$ cat config.mk
export PLATFORM = sky130hd
export DESIGN_NAME = iscd_top
export DESIGN_NICKNAME = d
export VERILOG_FILES = /design/src/design/iscd_pkg.sv /design/src/design/iscd_step_timer.sv /design/src/design/iscd_top.sv
export VERILOG_INCLUDE_DIRS = /design/src /design/src/design
export SDC_FILE = /design/constraint.sdc
export NUM_CORES = 1
export LEC_CHECK = 0
export BUFFER_PORTS_ARGS = -buffer_cell sky130_fd_sc_hd__clkbuf_2
export CAP_MARGIN = 0
export CORE_MARGIN = 8
export CORE_UTILIZATION = 40
export DETAILED_ROUTE_END_ITERATION = 8
export PLACE_DENSITY = 0.64
export SLEW_MARGIN = 15
export SYNTH_ARGS = -nofsm -noshare
export SYNTH_HDL_FRONTEND = slang
export SYNTH_SLANG_ARGS = --single-unit
$ cat constraint.sdc
create_clock -name MCLK -period 2.1 [get_ports MCLK]
set_input_delay 0.105 -clock MCLK [delete_from_list [all_inputs] [get_ports MCLK]]
set_output_delay 0.105 -clock MCLK [all_outputs]
set_load 0.02 [all_outputs]
$ cat src/design/iscd_params.svh
// offsets, field positions, reset values and timing of the source classifier
// How it works
// - classify only after power good is seen
// - classification starts only while auto enable set
// - bc done sets status, flag, interrupt pulse
// - dedicated port plus enable starts handshake
// - result writes limit and source type
// - enforce lower of register and pin limit
// - auto disabled leaves limit untouched
// - stages: contact, primary, secondary, high voltage
// - secondary split first, then divider, then standard
// - sdp, cdp, dcp codes and limits
// - high voltage and unknown codes, limits
// - divider adapters share one code, four limits
// - twelve volt tried first when both set
// - done clears busy, flags, pulses interrupt
// - dcp limit first, lowered after handshake
// - host selects line drive levels
// - level writes ignored while classifying
// - pair presence caught at power on
// - driver on only when all conditions hold
// - both drivers shorted locks paths off
`ifndef ISCD_PARAMS_SVH
`define ISCD_PARAMS_SVH
`define ISCD_CLK_MHZ 10
`define ISCD_STEP_US 20
`define ISCD_STEP_CYC (`ISCD_STEP_US * `ISCD_CLK_MHZ)
`define ISCD_HV_US 200
`define ISCD_HV_CYC (`ISCD_HV_US * `ISCD_CLK_MHZ)
`define ISCD_A_CTRL 4'h0
`define ISCD_A_ILIM 4'h1
`define ISCD_A_STAT 4'h2
`define ISCD_A_FLAG 4'h3
`define ISCD_A_MASK 4'h4
`define ISCD_A_LVL 4'h5
`define ISCD_A_PATH 4'h6
`define ISCD_A_EFF 4'h7
`define ISCD_C_AUTO 0
`define ISCD_C_HVEN 1
`define ISCD_C_NINE 2
`define ISCD_C_TWELVE 3
`define ISCD_C_EXTLIM 4
`define ISCD_C_HIZ 5
`define ISCD_C_OFFBOTH 6
`define ISCD_C_OFF 7
`define ISCD_CTRL_RST 8'h11
`define ISCD_ILIM_RST 12'h12c
`define ISCD_LIM_SDP 12'h032
`define ISCD_LIM_CDP 12'h096
`define ISCD_LIM_DCP 12'h145
`define ISCD_LIM_HV 12'h096
`define ISCD_LIM_UNK 12'h12c
`define ISCD_LIM_DIV1 12'h0d2
`define ISCD_LIM_DIV2 12'h0c8
`define ISCD_LIM_DIV3 12'h064
`define ISCD_LIM_DIV4 12'h0f0
`endif

$ cat src/design/iscd_pkg.sv
// types of the source classifier
`default_nettype none
package iscd_pkg;
  typedef enum logic [2:0] {
    ISCD_IDLE = 3'b000,
    ISCD_CONTACT = 3'b001,
    ISCD_PRIMARY = 3'b010,
    ISCD_SECONDARY = 3'b011,
    ISCD_HIGHV = 3'b100,
    ISCD_DONE = 3'b101
  } iscd_state_t;
  typedef enum logic [3:0] {
    ISCD_SRC_NONE = 4'h0,
    ISCD_SRC_SDP = 4'h1,
    ISCD_SRC_CDP = 4'h2,
    ISCD_SRC_DCP = 4'h3,
    ISCD_SRC_HV = 4'h4,
    ISCD_SRC_UNK = 4'h5,
    ISCD_SRC_DIV = 4'h6
  } iscd_src_t;
endpackage : iscd_pkg
`default_nettype wire

$ cat src/design/iscd_step_timer.sv
// stage timer: reloads on request, pulses once when the count runs out
`timescale 1ns/1ps
`default_nettype none
module iscd_step_timer #(
  parameter int W = 12
) (
  input wire logic clk, // core clock
  input wire logic rst_n, // async reset, active low
  input wire logic load, // restart with len
  input wire logic [W-1:0] len, // cycles to run
  output logic expire // one-cycle pulse
);
  logic [W-1:0] cnt_ff;
  logic run_ff;

  always_ff @(posedge clk or negedge rst_n) begin
    if (!rst_n) begin
      cnt_ff <= '0;
      run_ff <= 1'b0;
      expire <= 1'b0;
    end else begin
      expire <= 1'b0;
      if (load) begin
        cnt_ff <= len;
        run_ff <= 1'b1;
      end else if (run_ff) begin
        if (cnt_ff <= W'(1)) begin
          run_ff <= 1'b0;
          expire <= 1'b1;
        end else begin
          cnt_ff <= cnt_ff - W'(1);
        end
      end
    end
  end
endmodule : iscd_step_timer
`default_nettype wire

$ cat src/design/iscd_top.sv
// source classifier, input current limit and power-path driver control
//
// Our own choices: the register addresses and the address-and-strobe port.
`timescale 1ns/1ps
`default_nettype none
`include "iscd_params.svh"
module iscd_top
  import iscd_pkg::*;
#(
  parameter int STEP_CYC = `ISCD_STEP_CYC,
  parameter int HV_CYC = `ISCD_HV_CYC
) (
  input wire logic MCLK, // core clock
  input wire logic RESETN, // async reset, active low
  input wire logic [3:0] ADDR, // register address
  input wire logic [15:0] WDATA, // write data
  input wire logic WR, // write strobe
  input wire logic RD, // read strobe
  output logic [15:0] RDATA, // read data, cycle after RD
  input wire logic POWER_GOOD, // source qualified
  input wire logic DATA_CONTACT, // data lines made contact
  input wire logic PRIMARY_CHG, // primary sees a charging port
  input wire logic SECONDARY_DCP, // secondary sees a dedicated port
  input wire logic [2:0] DIVIDER_ID, // divider adapter 1..4, 0 none
  input wire logic HV_ACK, // adapter accepted raised voltage
  input wire logic [11:0] PIN_LIMIT, // limit from limit_pin, 10 mA
  input wire logic PATH1_SHORT, // path1_driver pin grounded
  input wire logic PATH2_SHORT, // path2_driver pin grounded
  input wire logic IN1_PRESENT, // input_one_sense above present
  input wire logic IN1_OVP, // input_one_sense over voltage
  input wire logic IN2_PRESENT, // input_two_sense above present
  input wire logic IN2_OVP, // input_two_sense over voltage
  input wire logic VBUS_PRESENT, // bus above present
  output logic INT_N, // interrupt pulse, active low
  output logic [2:0] DP_LEVEL, // dplus_level_select
  output logic [2:0] DM_LEVEL, // dminus_level_select
  output logic LINE_DRIVE_EN, // host drive on data lines
  output logic HV_REQ_NINE, // request nine volts
  output logic HV_REQ_TWELVE, // request twelve volts
  output logic PATH1_DRV, // path1_driver
  output logic PATH2_DRV, // path2_driver
  output logic [11:0] LIMIT_OUT // enforced input current limit
);

  iscd_state_t state_ff, nxt_state;
  logic [7:0] ctrl_ff;
  logic [11:0] ilim_ff, res_lim, tmr_len;
  iscd_src_t src_ff, res_type;
  logic busy_ff, bc_stat_ff, bc_flag_ff, line_flag_ff;
  logic [1:0] mask_ff, path_en_ff;
  logic pg_q_ff, contact_ff, try12_ff, nxt_try12;
  logic det1_ff, det2_ff, both_short_ff, por_done_ff;
  logic tmr_load, tmr_exp, res_we, bc_evt, end_evt, retry_nine;
  logic pg_rise, wr_ctrl, wr_lvl, wr_path, rd_flag;
  logic ok1, ok2, bc_irq, line_irq;

  function automatic logic [11:0] lim_min(input logic [11:0] a, input logic [11:0] b);
    lim_min = (a < b) ? a : b;
  endfunction : lim_min

  function automatic logic [11:0] div_limit(input logic [2:0] id);
    unique case (id)
      3'h1: div_limit = `ISCD_LIM_DIV1;
      3'h2: div_limit = `ISCD_LIM_DIV2;
      3'h3: div_limit = `ISCD_LIM_DIV3;
      default: div_limit = `ISCD_LIM_DIV4;
    endcase
  endfunction : div_limit

  assign pg_rise = POWER_GOOD && !pg_q_ff;
  assign wr_ctrl = WR && (ADDR == `ISCD_A_CTRL);
  assign wr_lvl = WR && (ADDR == `ISCD_A_LVL);
  assign wr_path = WR && (ADDR == `ISCD_A_PATH);
  assign rd_flag = RD && (ADDR == `ISCD_A_FLAG);
  assign bc_irq = bc_evt && !mask_ff[0];
  assign line_irq = end_evt && !mask_ff[1];

  iscd_step_timer #(
    .W(12)
  ) u_timer (
    .clk(MCLK),
    .rst_n(RESETN),
    .load(tmr_load),
    .len(tmr_len),
    .expire(tmr_exp)
  );

  always_comb begin
    nxt_state = state_ff;
    nxt_try12 = try12_ff;
    tmr_load = 1'b0;
    tmr_len = 12'(STEP_CYC);
    res_we = 1'b0;
    res_type = src_ff;
    res_lim = ilim_ff;
    bc_evt = 1'b0;
    end_evt = 1'b0;
    retry_nine = 1'b0;
    unique case (state_ff)
      ISCD_IDLE: begin
        // only with auto enable; otherwise nothing changes
        if (pg_rise && ctrl_ff[`ISCD_C_AUTO]) begin
          nxt_state = ISCD_CONTACT;
          tmr_load = 1'b1;
        end
      end
      ISCD_CONTACT: begin
        if (tmr_exp || DATA_CONTACT) begin
          nxt_state = ISCD_PRIMARY;
          tmr_load = 1'b1;
        end
      end
      ISCD_PRIMARY: begin
        if (tmr_exp) begin
          res_we = !PRIMARY_CHG;
          bc_evt = !PRIMARY_CHG;
          // charging port first, then divider check, standard result last
          if (PRIMARY_CHG) begin
            nxt_state = ISCD_SECONDARY;
            tmr_load = 1'b1;
          end else if (DIVIDER_ID >= 3'h1 && DIVIDER_ID <= 3'h4) begin
            nxt_state = ISCD_DONE;
            res_type = ISCD_SRC_DIV;
            res_lim = div_limit(DIVIDER_ID);
          end else if (!contact_ff) begin
            nxt_state = ISCD_DONE;
            res_type = ISCD_SRC_UNK;
            res_lim = `ISCD_LIM_UNK;
          end else begin
            nxt_state = ISCD_DONE;
            res_type = ISCD_SRC_SDP;
            res_lim = `ISCD_LIM_SDP;
          end
        end
      end
      ISCD_SECONDARY: begin
        if (tmr_exp) begin
          res_we = 1'b1;
          bc_evt = 1'b1;
          nxt_state = ISCD_DONE;
          if (SECONDARY_DCP) begin
            res_type = ISCD_SRC_DCP;
            res_lim = `ISCD_LIM_DCP;
            if (ctrl_ff[`ISCD_C_HVEN] &&
                (ctrl_ff[`ISCD_C_NINE] || ctrl_ff[`ISCD_C_TWELVE])) begin
              nxt_state = ISCD_HIGHV;
              tmr_load = 1'b1;
              tmr_len = 12'(HV_CYC);
              nxt_try12 = ctrl_ff[`ISCD_C_TWELVE];
            end
          end else begin
            res_type = ISCD_SRC_CDP;
            res_lim = `ISCD_LIM_CDP;
          end
        end
      end
      ISCD_HIGHV: begin
        if (HV_ACK) begin
          // lowered once handshake completes; its code
          nxt_state = ISCD_DONE;
          res_we = 1'b1;
          res_type = ISCD_SRC_HV;
          res_lim = `ISCD_LIM_HV;
        end else if (tmr_exp) begin
          if (try12_ff && ctrl_ff[`ISCD_C_NINE]) begin
            retry_nine = 1'b1;
            nxt_try12 = 1'b0;
            tmr_load = 1'b1;
            tmr_len = 12'(HV_CYC);
          end else begin
            nxt_state = ISCD_DONE;
          end
        end
      end
      ISCD_DONE: begin
        end_evt = 1'b1;
        nxt_state = ISCD_IDLE;
      end
      default: nxt_state = ISCD_IDLE;
    endcase
  end

  always_ff @(posedge MCLK or negedge RESETN) begin
    if (!RESETN) begin
      state_ff <= ISCD_IDLE;
      try12_ff <= 1'b0;
      pg_q_ff <= 1'b0;
      contact_ff <= 1'b0;
    end else begin
      state_ff <= nxt_state;
      try12_ff <= nxt_try12;
      pg_q_ff <= POWER_GOOD;
      if (state_ff == ISCD_IDLE) begin
        contact_ff <= 1'b0;
      end else if (state_ff == ISCD_CONTACT && DATA_CONTACT) begin
        contact_ff <= 1'b1;
      end
    end
  end

  // raised-voltage requests follow the handshake state
  always_ff @(posedge MCLK or negedge RESETN) begin
    if (!RESETN) begin
      HV_REQ_NINE <= 1'b0;
      HV_REQ_TWELVE <= 1'b0;
    end else begin
      HV_REQ_TWELVE <= (nxt_state == ISCD_HIGHV) && nxt_try12;
      HV_REQ_NINE <= (nxt_state == ISCD_HIGHV) && !nxt_try12;
    end
  end

  // result written when a stage ends in a source type; device update wins
  always_ff @(posedge MCLK or negedge RESETN) begin
    if (!RESETN) begin
      ilim_ff <= `ISCD_ILIM_RST;
      src_ff <= ISCD_SRC_NONE;
    end else if (res_we) begin
      ilim_ff <= res_lim;
      src_ff <= res_type;
    end else if (WR && ADDR == `ISCD_A_ILIM) begin
      ilim_ff <= WDATA[11:0];
    end
  end

  // enforce the lower limit when the pin clamp is on
  always_ff @(posedge MCLK or negedge RESETN) begin
    if (!RESETN) begin
      LIMIT_OUT <= `ISCD_ILIM_RST;
    end else if (ctrl_ff[`ISCD_C_EXTLIM]) begin
      LIMIT_OUT <= lim_min(ilim_ff, PIN_LIMIT);
    end else begin
      LIMIT_OUT <= ilim_ff;
    end
  end

  // status, flags and interrupt; a set beats a read clear
  always_ff @(posedge MCLK or negedge RESETN) begin
    if (!RESETN) begin
      busy_ff <= 1'b0;
      bc_stat_ff <= 1'b0;
      bc_flag_ff <= 1'b0;
      line_flag_ff <= 1'b0;
      INT_N <= 1'b1;
    end else begin
      if (state_ff == ISCD_IDLE && nxt_state == ISCD_CONTACT) begin
        busy_ff <= 1'b1;
        bc_stat_ff <= 1'b0;
      end else if (end_evt) begin
        busy_ff <= 1'b0;
      end
      if (bc_evt) begin
        bc_stat_ff <= 1'b1;
      end
      if (bc_irq) begin
        bc_flag_ff <= 1'b1;
      end else if (rd_flag) begin
        bc_flag_ff <= 1'b0;
      end
      if (line_irq) begin
        line_flag_ff <= 1'b1;
      end else if (rd_flag) begin
        line_flag_ff <= 1'b0;
      end
      INT_N <= !(bc_irq || line_irq);
    end
  end

  // control register; a double short forces the paths off
  always_ff @(posedge MCLK or negedge RESETN) begin
    if (!RESETN) begin
      ctrl_ff <= `ISCD_CTRL_RST;
      mask_ff <= 2'h0;
    end else begin
      if (wr_ctrl) begin
        ctrl_ff <= WDATA[7:0];
      end
      // force-off set when both drivers are grounded on the first edge after reset
      if (!por_done_ff && PATH1_SHORT && PATH2_SHORT) begin
        ctrl_ff[`ISCD_C_OFF] <= 1'b1;
      end
      if (WR && ADDR == `ISCD_A_MASK) begin
        mask_ff <= WDATA[1:0];
      end
    end
  end

  // host level selects; frozen during classification
  always_ff @(posedge MCLK or negedge RESETN) begin
    if (!RESETN) begin
      DP_LEVEL <= 3'h0;
      DM_LEVEL <= 3'h0;
      LINE_DRIVE_EN <= 1'b0;
    end else begin
      if (wr_lvl && !busy_ff) begin
        DP_LEVEL <= WDATA[2:0];
        DM_LEVEL <= WDATA[6:4];
      end
      // drive only on the first input
      LINE_DRIVE_EN <= IN1_PRESENT && !busy_ff &&
                       ((DP_LEVEL != 3'h0) || (DM_LEVEL != 3'h0));
    end
  end

  // pair presence caught on the first edge after reset release
  always_ff @(posedge MCLK or negedge RESETN) begin
    if (!RESETN) begin
      por_done_ff <= 1'b0;
      det1_ff <= 1'b0;
      det2_ff <= 1'b0;
      both_short_ff <= 1'b0;
    end else if (!por_done_ff) begin
      por_done_ff <= 1'b1;
      det1_ff <= !PATH1_SHORT;
      det2_ff <= !PATH2_SHORT;
      both_short_ff <= PATH1_SHORT && PATH2_SHORT;
    end
  end

  // path enables; both on at once is refused, a double short locks them at zero
  always_ff @(posedge MCLK or negedge RESETN) begin
    if (!RESETN) begin
      path_en_ff <= 2'h0;
    end else if (both_short_ff) begin
      path_en_ff <= 2'h0;
    end else if (wr_path && WDATA[1:0] != 2'h3) begin
      path_en_ff <= WDATA[1:0];
    end
  end

  // every turn-on condition; once on, the bus being present is expected
  assign ok1 = det1_ff && path_en_ff[0] && IN1_PRESENT && !IN1_OVP &&
               !ctrl_ff[`ISCD_C_OFFBOTH] && !ctrl_ff[`ISCD_C_HIZ] &&
               !ctrl_ff[`ISCD_C_OFF];
  assign ok2 = det2_ff && path_en_ff[1] && IN2_PRESENT && !IN2_OVP &&
               !ctrl_ff[`ISCD_C_OFFBOTH] && !ctrl_ff[`ISCD_C_HIZ] &&
               !ctrl_ff[`ISCD_C_OFF];

  always_ff @(posedge MCLK or negedge RESETN) begin
    if (!RESETN) begin
      PATH1_DRV <= 1'b0;
      PATH2_DRV <= 1'b0;
    end else begin
      PATH1_DRV <= ok1 && (PATH1_DRV || (!VBUS_PRESENT && !PATH2_DRV));
      PATH2_DRV <= ok2 && (PATH2_DRV || (!VBUS_PRESENT && !PATH1_DRV));
    end
  end

  // read data stand only in the cycle after RD
  always_ff @(posedge MCLK or negedge RESETN) begin
    if (!RESETN) begin
      RDATA <= 16'h0000;
    end else if (RD) begin
      unique case (ADDR)
        `ISCD_A_CTRL: RDATA <= {8'h00, ctrl_ff};
        `ISCD_A_ILIM: RDATA <= {4'h0, ilim_ff};
        `ISCD_A_STAT: RDATA <= {7'h00, det2_ff, det1_ff, POWER_GOOD, bc_stat_ff,
                                busy_ff, src_ff};
        `ISCD_A_FLAG: RDATA <= {14'h0000, line_flag_ff, bc_flag_ff};
        `ISCD_A_MASK: RDATA <= {14'h0000, mask_ff};
        `ISCD_A_LVL: RDATA <= {9'h000, DM_LEVEL, 1'b0, DP_LEVEL};
        `ISCD_A_PATH: RDATA <= {14'h0000, path_en_ff};
        `ISCD_A_EFF: RDATA <= {4'h0, LIMIT_OUT};
        default: RDATA <= 16'h0000;
      endcase
    end else begin
      RDATA <= 16'h0000;
    end
  end
endmodule : iscd_top
`default_nettype wire

# Word level (Yosys, flattened, before mapping)
# Index checks and enable logic that the tools add are counted.
[classes]
n_lt_le_gt_ge = 4
reduce_logical = 81
eq_ne = 28
n_addsub = 1
muxes = 87
[ops]
columns = ["op", "count"]
rows = [
  ["12-bit 2-to-1 mux", 12],
  ["12-bit one-hot mux with 8 select lines", 1],
  ["11-bit 2-to-1 mux", 6],
  ["1-bit logical AND", 40],
  ["1-bit 2-to-1 mux", 39],
  ["12-bit one-hot mux with 3 select lines", 1],
  ["3-bit 2-to-1 mux", 10],
  ["12-bit one-hot mux with 2 select lines", 1],
  ["8-bit one-hot mux with 3 select lines", 1],
  ["1-bit logical NOT", 18],
  ["9-bit 2-to-1 mux", 2],
  ["2-bit nonzero test", 9],
  ["4-bit by 3-bit == test with 1-bit output, second input constant", 4],
  ["16-bit 2-to-1 mux", 1],
  ["4-bit 2-to-1 mux", 4],
  ["3-bit one-hot mux with 5 select lines", 1],
  ["3-bit by 2-bit == test with 1-bit output, second input constant", 4],
  ["12-bit by 1-bit <= comparator with 1-bit output, second input constant", 1],
  ["12-bit < comparator", 1],
  ["4-bit one-hot mux with 3 select lines", 1],
  ["6-bit AND reduction", 2],
  ["12-bit by 1-bit subtractor with 12-bit output, second input constant", 1],
  ["3-bit by 1-bit == test with 1-bit output, second input constant", 3],
  ["3-bit == test, second input constant", 3],
  ["other kinds (19)", 35],
]
[word_totals]
ff_bits = 96
in_bits = 51
output_inout_bits = 40
elab_cells = 232

# Depth between registers and ports, before layout
[logic_depth]
word_depth = 10
ltp_mapped = 8
depth_no_buf = 7

# Hierarchy
# Synthesis repeated with hierarchy kept, for this count alone.
[unflattened]
hier_cells = 477
hier_area_um2 = 4966.0
[by_module_without_submodules]
columns = ["mod", "cells_each", "area_per_inst_um2", "instances"]
rows = [
  ["iscd_top", 387, 4098.9, 1],
  ["iscd_step_timer", 90, 867.1, 1],
]

# Worst setup path after synthesis
# OpenSTA, ideal clock, no wires.
[synth_timing]
kind = "register to register"
startpoint = "register ilim_ff[2]"
endpoint = "register LIMIT_OUT[6]"
path_stages_with_launch = 7
required_time_ns = 1.975
arrival_time_ns = 1.820
slack_ns = 0.156
path_cell_list = "dfstp_2 > ha_1 > o211ai_1 > a211o_1 > a211oi_2 > buf_4 > mux2_2"
[synth_between]
elab_chain_len = 3
[synth_rtl]
columns = ["element", "line", "source"]
rows = [
  ["start: declaration", "iscd_top.sv:47", "logic [11:0] ilim_ff, res_lim, tmr_len;"],
  ["start signal: assignment", "iscd_top.sv:215", "ilim_ff <= `ISCD_ILIM_RST;"],
  ["start signal: assignment", "iscd_top.sv:218", "ilim_ff <= res_lim;"],
  ["start signal: assignment", "iscd_top.sv:221", "ilim_ff <= WDATA[11:0];"],
  ["12-bit < comparator", "iscd_top.sv:58", "lim_min = (a < b) ? a : b;"],
  ["12-bit 2-to-1 mux", "iscd_top.sv:58", ""],
  ["12-bit 2-to-1 mux", "iscd_top.sv:229", "end else if (ctrl_ff[`ISCD_C_EXTLIM]) begin"],
  ["end signal: assignment", "iscd_top.sv:228", "LIMIT_OUT <= `ISCD_ILIM_RST;"],
  ["end signal: assignment", "iscd_top.sv:230", "LIMIT_OUT <= lim_min(ilim_ff, PIN_LIMIT);"],
  ["end signal: assignment", "iscd_top.sv:232", "LIMIT_OUT <= ilim_ff;"],
  ["end: declaration", "iscd_top.sv:42", "output logic [11:0] LIMIT_OUT"],
]
# Every way passes these cells.
# A chain may end at the register's enable or synchronous reset.

# Worst setup path after layout
[layout_timing]
startpoint = "register ilim_ff[11]"
endpoint = "register LIMIT_OUT[4]"
# The elaborated chain is that of the path after synthesis.

==> flow_metrics.tcl <==
set metrics [dict create \
    start_kind "flip-flop" \
    synth-seq-cells 91 \
    seq_area_frac_synth 0.478 \
    drt_iter0_drc 347 \
    h-tree-depth 3 \
    nets 659 \
    end_kind "flip-flop" \
    die_h_um 125 \
    dieArea_sq_um 15700 \
    die_w_um 125 \
    postLayoutCoreUtil 0.503 \
    ir_drop_uv 500 \
    setup_viol 0 \
    crit_required_ns 2.33 \
    synth_flop_cell "dfrtp_1" \
    cts.sinks 91 \
    start_util 0.404 \
    num_rows 40 \
    syn_avg_cell_area_sq_um 10.1 \
    slew-limit-headroom 0.590 \
    coreArea_sq_um 11900 \
    via_count 4062 \
    max_freq_mhz 489 \
    grt_max_degree 49 \
    postRouteAntennaNets 0 \
    vias_per_cell 5.44 \
    syn_area_sq_um 4790 \
    layout-drive-gt1-share 0.310 \
    synth-async-reset-ratio 1.00 \
    portBuffers 82 \
    drt-pass1-iter-count 5 \
    yosysWarnings 0 \
    io-pin-count 91 \
    fill_cells 1101 \
    fin_crit_sh 0.973 \
    wl_um 13400 \
    cts_tree "done" \
    maxCapViolations 0 \
    cts_root_buf "clkbuf_16" \
    grt_pass1_vias 4119 \
    mostFrequentLayoutCell "clkbuf_2" \
    clk_latency_ns 0.34 \
    stdcell_area_sq_um 5970 \
    antenna_found_initial 0 \
    final-hold-violation-count 0 \
    r2r-start "ilim_ff[11]" \
    min-delay-start "IN1_OVP" \
    tns_ns 0 \
    crit_arrival_ns 2.27 \
    hpwl_um 10300 \
    leakage_nw 2.86 \
    fin_cells 747 \
    grt-ovfl-total 0 \
    synthCells 476 \
    drc 0 \
    areaGrowthSynthToFinish_pct 24.6 \
    cts_max_path_buffers 2 \
    clk_pin_slew_worst_paths_ns 0.06 \
    fin_skew_ns 0.00448 \
    placed_cells 717 \
    worstSetupPathType "reg2reg" \
    crit_fanout 4 \
    multi_input_area_sq_um 2330 \
    wire_per_inst_um 18.0 \
    grt_pass1_wl_um 21800 \
    cts_buffers 9 \
    hold_ws_ns 0.00699 \
    dp_slack_ns 0.0271 \
    finalPower_mw 5.83 \
    fin_crit_ns 2.04 \
    hp-class "in2reg" \
    rsz0062_at_grt "true" \
    mostFrequentLayoutCells "clkbuf_2, dfrtp_1, nand2_1" \
    crit_start "ilim_ff[11]" \
    track_usage 0.174 \
    max_slew.worst_pin.slew_ns 0.613 \
    powerDensity_nw_per_um2 977 \
    drv_slew 0 \
    synth_edf_count 0 \
    gp_congestion 0.970 \
    seq_area_sq_um 2290 \
    setup_ws_ns 0.0571 \
    status "finished clean" \
    placed_area_sq_um 5520 \
    antenna_cells 0 \
    ys_types 73 \
]
-- state kept, by name (all words and copies together), names as in the netlist, 2 cells and up --
register	flops
src_ff	3
RDATA	12
DP_LEVEL	3
mask_ff	2
ctrl_ff	8
u_timer.cnt_ff	12
path_en_ff	2
LIMIT_OUT	12
DM_LEVEL	3
state_ff	3
ilim_ff	12
-- cells in the mapped netlist, types with 7 or more instances --
master	count	share of area
o21ai_1	15	0.016
o21ai_0	20	0.021
nor3_1	13	0.014
buf_4	7	0.011
nand2b_1	8	0.010
mux2i_1	13	0.027
nand3b_1	7	0.011
mux2_2	21	0.049
nand3_1	7	0.0073
clkbuf_1	8	0.0063
xor2_1	8	0.015
nor2b_1	7	0.0091
dfstp_2	11	0.060
a21oi_1	20	0.021
ha_1	13	0.034
inv_1	23	0.018
nand2_1	54	0.042
nor2_1	42	0.033
a22oi_1	7	0.011
dfrtp_1	80	0.42
-- where the power goes --
group / switching [mW] / leakage [nW] / internal [mW]
Combinational: 0.909 / 1.59 / 0.766
Sequential: 0.407 / 1.12 / 2.17
Clock: 0.686 / 0.148 / 0.896
-- per-layer routing --
layer | track usage | share of wire | up-vias
met1 | 0.233 | 0.45 | 1954
met5 | 0 | 0 | -
li1 | - | - | 1931
met3 | 0.0433 | 0.069 | 26
met4 | 0.0709 | 0.025 | 0
met2 | 0.264 | 0.46 | 151
-- layout make-up --
cell class	instances	share of cell area
inverters	23	0.0145
well taps	147	0.0308
multi-input cells	343	0.390
clock buffers	12	0.0446
clock inverters	4	0.00398
flip-flops and latches	91	0.384
repair buffers	127	0.133
-- worst paths after layout --
check	end	slack [ns]	cells past startpoint
max in group asynchronous	INT_N	1.09	3
min	PATH1_DRV	0.007	3
max	LIMIT_OUT[4]	0.06	7
max reg2reg	LIMIT_OUT[4]	0.06	7
min in group asynchronous	ctrl_ff[3]	0.30	2
min reg2reg	path_en_ff[1]	0.48	1
-- worst max-delay path, stage by stage (launching register included) --
cell	delay [ns]
dfrtp_1	0.42
ha_1	0.32
a211oi_2	0.22
nand2_1	0.14
nor3_4	0.25
a211oi_4	0.11
buf_4	0.16
mux2_1	0.30
-- repair_timing --
| action | 4_1_cts | 5_1_grt |
|---|---|---|
| endpoints found under the hold margin | 47 | 0 |
| hold buffers | 10 | 0 |
| endpoints found under the setup margin | 0 | 10 |
| resized for setup | 0 | 5 |
| buffers inserted | 0 | 4 |
-- cell families after synthesis --
| group | synth area share |
|---|---|
| flops | 0.478 |
| compound gates | 0.153 |
| other cells | 0.00157 |
| fa+ha+maj | 0.0339 |
| simple gates | 0.178 |
| buf+inv | 0.0438 |
| mux | 0.0906 |
| xor+xnor | 0.0219 |
(Power assumes the default switching activity.)
